`config.mk`:
```
export PLATFORM = sky130hd
export DESIGN_NAME = pmtb_top
export DESIGN_NICKNAME = d
export VERILOG_FILES = /design/src/rtl/pmtb_pkg.sv /design/src/rtl/pmtb_tick_if.sv /design/src/rtl/pmtb_time_base.sv /design/src/rtl/pmtb_top.sv
export SDC_FILE = /design/constraint.sdc
export NUM_CORES = 1
export LEC_CHECK = 0
export BUFFER_PORTS_ARGS = -buffer_cell sky130_fd_sc_hd__buf_4
export CAP_MARGIN = 20
export CORE_ASPECT_RATIO = 1.5
export CORE_MARGIN = 3
export CORE_UTILIZATION = 64
export CTS_CLUSTER_SIZE = 16
export DETAILED_ROUTE_END_ITERATION = 7
export PLACE_DENSITY = 0.87
export SYNTH_ARGS = -nofsm -noshare
export SYNTH_HDL_FRONTEND = slang
export SYNTH_SLANG_ARGS = --single-unit
```
`constraint.sdc`:
```
create_clock -name mclk -period 13.1 [get_ports mclk]
set_clock_uncertainty 0.05 [all_clocks]
set_input_delay 1.31 -clock mclk [delete_from_list [all_inputs] [get_ports mclk]]
set_output_delay 1.31 -clock mclk [all_outputs]
set_load 0.05 [all_outputs]
```
`src/rtl/pmtb_pkg.sv`:
```
// Purpose: Constants shared by the PWM master time base block.
// Assumes: APB with 32-bit data, one register per aligned word.
// Notes:   Offsets are byte addresses.
package pmtb_pkg;
    // ========================================
    // Register offsets
    localparam logic [7:0] OFS_PCON   = 8'h00;
    localparam logic [7:0] OFS_PPER   = 8'h04;
    localparam logic [7:0] OFS_PCMP   = 8'h08;
    localparam logic [7:0] OFS_PTMR   = 8'h0C;
    localparam logic [7:0] OFS_SCON   = 8'h10;
    localparam logic [7:0] OFS_SPER   = 8'h14;
    localparam logic [7:0] OFS_SCMP   = 8'h18;
    localparam logic [7:0] OFS_STMR   = 8'h1C;
    localparam logic [7:0] OFS_IFLAG  = 8'h20;
    // ========================================
    // Field positions
    localparam int BIT_EN      = 15;
    localparam int BIT_PEND    = 12;
    localparam int BIT_IEN     = 11;
    localparam int BIT_PFLAG   = 11;
    localparam int BIT_SFLAG   = 12;
    localparam int DIV_LO      = 4;
    localparam int DIV_HI      = 6;
    localparam int PS_LO       = 0;
    localparam int PS_HI       = 3;
    // ========================================
    // Reset values and limits
    localparam logic [15:0] PER_RESET = 16'h0020;
    localparam logic [15:0] PER_MIN   = 16'h0008;
    localparam logic [15:0] ZERO16    = 16'h0000;
    localparam logic [31:0] ZERO32    = 32'h0000_0000;
endpackage

```
`src/rtl/pmtb_tick_if.sv`:
```
// Purpose: Carries a time base's settings and its events.
// Assumes: One clock domain.
// Notes:   Control side drives settings, time base drives results.
`timescale 1ns/1ps
interface pmtb_tick_if;
    logic        run;
    logic [2:0]  div;
    logic [3:0]  post;
    logic [15:0] period;
    logic [15:0] compare;
    logic [15:0] count;
    logic        trigger;
    modport ctl  (output run, div, post, period, compare, input count, trigger);
    modport base (input run, div, post, period, compare, output count, trigger);
endinterface

```
`src/rtl/pmtb_time_base.sv`:
```
// Purpose: One 16-bit time base with prescaler, compare and postscaler.
// Assumes: Settings change only while stopped.
// Notes:   Trigger is a one-cycle pulse.
`timescale 1ns/1ps
module pmtb_time_base
    import pmtb_pkg::*;
(
    input  wire logic   mclk, // System clock.
    input  wire logic   rst,  // Asynchronous reset, active high.
    pmtb_tick_if.base   tb    // Settings in, count and trigger out.
);
    logic [6:0]  preCnt_r;
    logic [3:0]  postCnt_r;
    logic [15:0] count_r;
    logic        trig_r;
    logic        tick;
    logic [15:0] effPer;
    logic        match;

    // ========================================
    // Prescaler and period clamp
    assign tick   = (preCnt_r == 7'((8'h01 << tb.div) - 8'h01));
    assign effPer = (tb.period < PER_MIN) ? PER_MIN : tb.period;
    assign match  = tick && (count_r == tb.compare);
    assign tb.count   = count_r;
    assign tb.trigger = trig_r;

    always_ff @(posedge mclk or posedge rst)
    begin
        if (rst)
            preCnt_r <= 7'h00;
        else if (!tb.run || tick)
            preCnt_r <= 7'h00;
        else
            preCnt_r <= preCnt_r + 7'h01;
    end

    // ========================================
    // Counter
    always_ff @(posedge mclk or posedge rst)
    begin
        if (rst)
            count_r <= ZERO16;
        else if (!tb.run)
            count_r <= ZERO16;
        else if (tick && count_r >= effPer)
            count_r <= ZERO16;
        else if (tick)
            count_r <= count_r + 16'h0001;
    end

    // ========================================
    // Postscaler
    always_ff @(posedge mclk or posedge rst)
    begin
        if (rst)
        begin
            postCnt_r <= 4'h0;
            trig_r    <= 1'b0;
        end
        else if (!tb.run)
        begin
            postCnt_r <= 4'h0;
            trig_r    <= 1'b0;
        end
        else
        begin
            trig_r <= match && (postCnt_r >= tb.post);
            if (match)
                postCnt_r <= (postCnt_r >= tb.post) ? 4'h0 : postCnt_r + 4'h1;
        end
    end
endmodule // pmtb_time_base

```
`src/rtl/pmtb_top.sv`:
```
// Purpose: Primary and secondary PWM master time bases with APB registers.
// Assumes: APB master keeps the request steady through the access phase.
// Notes:   Zero wait states; every APB transfer completes in its access cycle.
//
// How it works
// - Pending clears after enable and flag cleared
// - Flag clear ignored while enable is one
// - Period is 16 bits, resets to 0x20
// - Period below eight runs as eight
// - Compare is 16-bit read/write, resets zero
// - Primary timer read-only, counts to period
// - Secondary pending bit 12, hardware only
// - Secondary interrupt enable at bit 11
// - Secondary prescaler divides by two to field
// - Secondary postscaler ratio is field plus one
// - Unimplemented bits read as zero
// - Module enable at primary control bit 15
// - Primary prescaler divides by two to field
// - Primary trigger every field-plus-one matches
// - Secondary timer counts like the primary
//
// The address map and register access over APB were decided locally.
`timescale 1ns/1ps
module pmtb_top
    import pmtb_pkg::*;
(
    input  wire logic        mclk,         // System clock, 50 MHz.
    input  wire logic        rst,          // Asynchronous reset, active high.
    input  wire logic        psel,         // APB select.
    input  wire logic        penable,      // APB access phase.
    input  wire logic        pwrite,       // APB write.
    input  wire logic [7:0]  paddr,        // APB byte address.
    input  wire logic [31:0] pwdata,       // APB write data.
    output logic      [31:0] prdata,       // APB read data.
    output logic             pready,       // APB ready.
    output logic             pslverr,      // APB error for unmapped address.
    output logic             primaryTrig,  // Primary trigger pulse to converter.
    output logic             secondaryTrig,// Secondary trigger pulse to converter.
    output logic             primaryIrq,   // Primary interrupt flag level.
    output logic             secondaryIrq  // Secondary interrupt flag level.
);
    pmtb_tick_if pri ();
    pmtb_tick_if sec ();

    logic        enable_r;
    logic        pIen_r;
    logic        pPend_r;
    logic [2:0]  pDiv_r;
    logic [3:0]  pPost_r;
    logic [15:0] pPer_r;
    logic [15:0] pCmp_r;
    logic        sIen_r;
    logic        sPend_r;
    logic [2:0]  sDiv_r;
    logic [3:0]  sPost_r;
    logic [15:0] sPer_r;
    logic [15:0] sCmp_r;
    logic        pFlag_r;
    logic        sFlag_r;
    logic        pTrig_r;
    logic        sTrig_r;
    logic        wrEn;
    logic        rdEn;
    logic        mapped;
    logic [31:0] rdMux;
    logic        wrPCon;
    logic        wrSCon;
    logic        wrPPer;
    logic        wrPCmp;
    logic        wrSPer;
    logic        wrSCmp;
    logic        wrFlag;

    // ========================================
    // Time bases
    assign pri.run     = enable_r;
    assign pri.div     = pDiv_r;
    assign pri.post    = pPost_r;
    assign pri.period  = pPer_r;
    assign pri.compare = pCmp_r;
    assign sec.run     = enable_r;
    assign sec.div     = sDiv_r;
    assign sec.post    = sPost_r;
    assign sec.period  = sPer_r;
    assign sec.compare = sCmp_r;

    pmtb_time_base uPrimary
    (
        .mclk (mclk),
        .rst  (rst),
        .tb   (pri.base)
    );

    pmtb_time_base uSecondary
    (
        .mclk (mclk),
        .rst  (rst),
        .tb   (sec.base)
    );

    // ========================================
    // APB decode
    assign wrEn    = psel && penable && pwrite;
    assign rdEn    = psel && !pwrite;
    assign pready  = 1'b1;
    assign pslverr = psel && penable && !mapped;

    // ========================================
    // Write strobes, one per writable register; the timer registers have none.
    assign wrPCon = wrEn && (paddr == OFS_PCON);
    assign wrSCon = wrEn && (paddr == OFS_SCON);
    assign wrPPer = wrEn && (paddr == OFS_PPER);
    assign wrPCmp = wrEn && (paddr == OFS_PCMP);
    assign wrSPer = wrEn && (paddr == OFS_SPER);
    assign wrSCmp = wrEn && (paddr == OFS_SCMP);
    assign wrFlag = wrEn && (paddr == OFS_IFLAG);

    always_comb
    begin
        mapped = 1'b1;
        rdMux  = ZERO32;
        case (paddr)
            OFS_PCON:
            begin
                rdMux[BIT_EN]          = enable_r;
                rdMux[BIT_PEND]        = pPend_r;
                rdMux[BIT_IEN]         = pIen_r;
                rdMux[DIV_HI:DIV_LO]   = pDiv_r;
                rdMux[PS_HI:PS_LO]     = pPost_r;
            end
            OFS_PPER:  rdMux[15:0] = pPer_r;
            OFS_PCMP:  rdMux[15:0] = pCmp_r;
            OFS_PTMR:  rdMux[15:0] = pri.count;
            OFS_SCON:
            begin
                rdMux[BIT_PEND]        = sPend_r;
                rdMux[BIT_IEN]         = sIen_r;
                rdMux[DIV_HI:DIV_LO]   = sDiv_r;
                rdMux[PS_HI:PS_LO]     = sPost_r;
            end
            OFS_SPER:  rdMux[15:0] = sPer_r;
            OFS_SCMP:  rdMux[15:0] = sCmp_r;
            OFS_STMR:  rdMux[15:0] = sec.count;
            OFS_IFLAG:
            begin
                rdMux[BIT_PFLAG] = pFlag_r;
                rdMux[BIT_SFLAG] = sFlag_r;
            end
            default:   mapped = 1'b0;
        endcase
    end

    always_ff @(posedge mclk or posedge rst)
    begin
        if (rst)
            prdata <= ZERO32;
        else if (rdEn && !penable)
            prdata <= rdMux;
    end

    // ========================================
    // Primary control register
    always_ff @(posedge mclk or posedge rst)
    begin
        if (rst)
        begin
            enable_r <= 1'b0;
            pIen_r   <= 1'b0;
            pDiv_r   <= 3'h0;
            pPost_r  <= 4'h0;
        end
        else if (wrPCon)
        begin
            enable_r <= pwdata[BIT_EN];
            pIen_r   <= pwdata[BIT_IEN];
            pDiv_r   <= pwdata[DIV_HI:DIV_LO];
            pPost_r  <= pwdata[PS_HI:PS_LO];
        end
    end

    // ========================================
    // Secondary control register
    always_ff @(posedge mclk or posedge rst)
    begin
        if (rst)
        begin
            sIen_r  <= 1'b0;
            sDiv_r  <= 3'h0;
            sPost_r <= 4'h0;
        end
        else if (wrSCon)
        begin
            sIen_r  <= pwdata[BIT_IEN];
            sDiv_r  <= pwdata[DIV_HI:DIV_LO];
            sPost_r <= pwdata[PS_HI:PS_LO];
        end
    end

    // ========================================
    // Period and compare registers
    always_ff @(posedge mclk or posedge rst)
    begin
        if (rst)
        begin
            pPer_r <= PER_RESET;
        end
        else if (wrPPer)
        begin
            pPer_r <= pwdata[15:0];
        end
    end

    always_ff @(posedge mclk or posedge rst)
    begin
        if (rst)
        begin
            pCmp_r <= ZERO16;
        end
        else if (wrPCmp)
        begin
            pCmp_r <= pwdata[15:0];
        end
    end

    always_ff @(posedge mclk or posedge rst)
    begin
        if (rst)
        begin
            sPer_r <= PER_RESET;
        end
        else if (wrSPer)
        begin
            sPer_r <= pwdata[15:0];
        end
    end

    always_ff @(posedge mclk or posedge rst)
    begin
        if (rst)
        begin
            sCmp_r <= ZERO16;
        end
        else if (wrSCmp)
        begin
            sCmp_r <= pwdata[15:0];
        end
    end

    // ========================================
    // Interrupt flags: set wins, clear only with enable low.
    always_ff @(posedge mclk or posedge rst)
    begin
        if (rst)
        begin
            pFlag_r <= 1'b0;
        end
        else if (pri.trigger)
        begin
            pFlag_r <= 1'b1;
        end
        else if (wrFlag && !pwdata[BIT_PFLAG] && !pIen_r)
        begin
            pFlag_r <= 1'b0;
        end
    end

    always_ff @(posedge mclk or posedge rst)
    begin
        if (rst)
        begin
            sFlag_r <= 1'b0;
        end
        else if (sec.trigger)
        begin
            sFlag_r <= 1'b1;
        end
        else if (wrFlag && !pwdata[BIT_SFLAG] && !sIen_r)
        begin
            sFlag_r <= 1'b0;
        end
    end

    // ========================================
    // Pending status: clears once enable and flag are both low.
    always_ff @(posedge mclk or posedge rst)
    begin
        if (rst)
        begin
            pPend_r <= 1'b0;
        end
        else if (pri.trigger)
        begin
            pPend_r <= 1'b1;
        end
        else if (!pIen_r && !pFlag_r)
        begin
            pPend_r <= 1'b0;
        end
    end

    always_ff @(posedge mclk or posedge rst)
    begin
        if (rst)
        begin
            sPend_r <= 1'b0;
        end
        else if (sec.trigger)
        begin
            sPend_r <= 1'b1;
        end
        else if (!sIen_r && !sFlag_r)
        begin
            sPend_r <= 1'b0;
        end
    end

    // ========================================
    // Trigger outputs
    always_ff @(posedge mclk or posedge rst)
    begin
        if (rst)
        begin
            pTrig_r <= 1'b0;
        end
        else
        begin
            pTrig_r <= pri.trigger;
        end
    end

    always_ff @(posedge mclk or posedge rst)
    begin
        if (rst)
        begin
            sTrig_r <= 1'b0;
        end
        else
        begin
            sTrig_r <= sec.trigger;
        end
    end

    // ========================================
    // Output drive
    assign primaryTrig   = pTrig_r;
    assign secondaryTrig = sTrig_r;
    assign primaryIrq    = pFlag_r;
    assign secondaryIrq  = sFlag_r;
endmodule // pmtb_top

```
==> impl_metrics.json <==
{
  "critPathKind": "input pin to flip-flop",
  "cts_tree": "built",
  "antenna_cells": 0,
  "dieArea_mm2": 0.0163,
  "cp_slowest_cell": "nor2_1",
  "vias_per_cell": 6.59,
  "fin_crit_sh_pct": 30.7,
  "fin_cells": 1172,
  "grt_pass1_wl_um": 39500,
  "worst-endpoint-arrival_ps": 4300,
  "yosysUniqueCellTypes": 72,
  "cts_setup_buffers": 0,
  "synth_top_area_share_pct": 41.4,
  "power.share.clock_pct": 41.5,
  "power_per_cell_area_mw_per_mm2": 105,
  "placed_cells": 1140,
  "ant_nets": 0,
  "ir_worst_vdd_mv": 0.0842,
  "leakage_nw": 4.95,
  "start_kind": "input pin",
  "synth.top_cells.by_area": "dfrtp_1 (41%), mux2_2 (8.9%), ha_1 (6.2%)",
  "io_pins": 83,
  "synth-edff-count": 0,
  "clkLatencyLatePin_ps": 440,
  "maxCapViolCount": 0,
  "routed_wl_um": 24500,
  "tightest_slew_ps": 1030,
  "fmax_mhz": 248,
  "min_period_ps": 4030,
  "drive_above_1_share_pct": 18.3,
  "nNetsFinal": 1059,
  "synth_ff_type": "dfrtp_1",
  "cts_resized": 0,
  "avgSynthCellArea_um2": 10.1,
  "area_growth_pct": 9.77,
  "root_buffer": "clkbuf_16",
  "die_x_um": 105,
  "final-max-slew-violation-count": 0,
  "synth-warning-count": 0,
  "status": "complete, no violations",
  "crit_path_max_incr_delay_ps": 720,
  "die_h_um": 155,
  "syn_area_mm2": 0.00948,
  "comb_power_share_pct": 11.5,
  "clk_pin_slew_ps": 60,
  "fillers": 970,
  "rows": 53,
  "numPortBuffers": 49,
  "required_ps": 13370,
  "rsz0062_at_grt": "false",
  "drcViolationCount": 0,
  "ys_seq_area_share_pct": 42.0,
  "core_mm2": 0.0143,
  "whs_ps": 363,
  "grt_use_total_pct": 30.8,
  "postSynthCellCount": 938,
  "fin_tns_setup_ps": 0,
  "switching_share_pct": 28.0,
  "crit_buf_inv": 1,
  "cpLargestDelayFamily": "simple AND/OR/NAND/NOR gates",
  "grt_max_degree": 103,
  "switchingPower_w": 0.000306,
  "hold_path_class": "flip-flop to flip-flop",
  "async_flop_share_pct": 100,
  "relSlewSlack_pct": 31.1,
  "seq_area_mm2": 0.00398,
  "cts_buffer_depth": 2,
  "yosysTopAreaCell": "dfrtp_1",
  "ys_ff_latch": 159,
  "vias": 7725,
  "multi_input_area_mm2": 0.00505,
  "drt_iter0_markers": 711,
  "setup_viol": 0,
  "htree_levels": 4,
  "grt_overflow": 0,
  "first_global_vias": 7783,
  "intPower_w": 0.000786,
  "hold_viol": 0,
  "dr.pass1.iters": 7,
  "hpwl_um": 17400,
  "p_seq_share_pct": 46.9,
  "critPathMaxFanout": 19,
  "hold_buffers": 0,
  "finalWeightedCongestion": 0.961,
  "cp-end-kind": "flip-flop",
  "cts.sinks": 159,
  "cts-buffers-inserted": 17,
  "initial_utilization_pct": 66.5,
  "antenna_found_initial": 0,
  "crit_top_cell": "nand2_1",
  "wl_per_cell_um": 20.9,
  "path_cells": "buf_4 -> nor4b_2 -> nand2_1 -> nor2_1 -> nand2_1 -> mux2_2"
}
-- power groups by stage --
stage / logic, W / clock network (W) / registers [W]
CTS: 0.000126 / 0.000455 / 0.000512
detailed placement: 0.000125 / 0 / 0.000521
floorplan: 0.0000692 / 0 / 0.000540
global placement: 0.000123 / 0 / 0.000521
finish: 0.000126 / 0.000454 / 0.000512
global route: 0.000134 / 0.000476 / 0.000513
-- sequential cells by signal, summed over array words and instances (netlist names), 7 cells and up --
signal               count
uSecondary.preCnt_r      7
uPrimary.preCnt_r        7
sPer_r                  16
pPer_r                  16
pCmp_r                  16
uSecondary.tb.count     16
uPrimary.tb.count       16
sCmp_r                  16
prdata                  16
-- logic make-up after synthesis --
group | synth area share [%]
other | 0.0792
and+or+nand+nor | 16.3
DFF | 42.0
muxes | 10.6
buffers and inverters | 5.32
xor gates and xnor gates | 5.36
adders and majority gates | 6.20
AOI/OAI and AO/OA | 14.2
-- synth_stat cells, types with 12 or more instances --
cell,instances
dfrtp_1,157
mux2_2,75
nor2_1,68
nand2_1,59
inv_1,48
ha_1,47
xor2_1,37
a31oi_1,33
nand3_1,33
o21ai_0,33
clkbuf_1,26
nand4_1,21
xnor2_1,21
a22o_1,19
buf_4,19
and3_1,16
a21o_1,14
nor4_1,14
nor2b_1,13
a21oi_1,12
-- layer usage --
metal / track usage [%] / wire [um] / up-vias
met4: 19.3 / 1630 / 0
li1: - / - / 3445
met3: 5.56 / 1470 / 131
met1: 34.8 / 8820 / 3777
met2: 53.4 / 12500 / 372
met5: 0 / 0 / -
-- through the flow --
step / total power (W) / instance area [um2] / setup slack (ps) / util (%)
after floorplan: 0.000609 / 9540 / 7450 / -
after global placement: 0.000643 / 9860 / 8740 / 69.2
after detailed placement: 0.000646 / 9870 / 8710 / 69.2
after CTS: 0.00109 / 10400 / 9190 / 73.0
after global routing: 0.00112 / 10400 / 8950 / 73.0
final: 0.00109 / 10400 / 9070 / 73.0
-- cells in the final DEF, fill, tap and decap left out, types with 8 or more instances in the layout --
master	instances
dfrtp_1	157
mux2_2	75
nor2_1	68
nand2_1	59
buf_4	55
inv_1	47
ha_1	47
xor2_1	37
nand3_1	33
o21ai_0	33
a31oi_1	33
nand4_1	21
xnor2_1	21
a22o_1	19
conb_1	17
clkbuf_16	17
and3_1	16
nor4_1	14
a21o_1	14
nor2b_1	13
a21oi_1	12
and2_1	11
a22oi_1	11
a221oi_1	11
nand2b_1	11
nor3_1	9
a211oi_1	8
mux2i_1	8
-- path summary, 6_finish.rpt --
kind | start | endpoint | slack, ps | cells after the start
hold / removal | uPrimary.tb.trigger$_DFF_PP0_ | primaryTrig$_DFF_PP0_ | 360 | 0
setup reg to reg | pPer_r[11]$_DFFE_PP0P_ | uPrimary.tb.count[7]$_DFFE_PP0P_ | 9650 | 12
min in group asynchronous | rst | uSecondary.tb.count[15]$_DFFE_PP0P_ | 1030 | 2
setup / recovery | paddr[3] | sCmp_r[13]$_DFFE_PP0P_ | 9070 | 6
max in group asynchronous | rst | prdata[8]$_DFFE_PP0P_ | 10620 | 3
hold reg to reg | uPrimary.tb.trigger$_DFF_PP0_ | primaryTrig$_DFF_PP0_ | 360 | 0
-- area by class of cell --
cell class              count  area share (%)
clock buffers              19            4.26
clock inverters            13           0.890
inverters                  48            1.78
multi-input cells         686            48.5
flip-flops and latches    159            38.3
well taps                 192            2.31
repair buffers             55            3.97
Note: power is estimated with default switching activity, not from simulation.
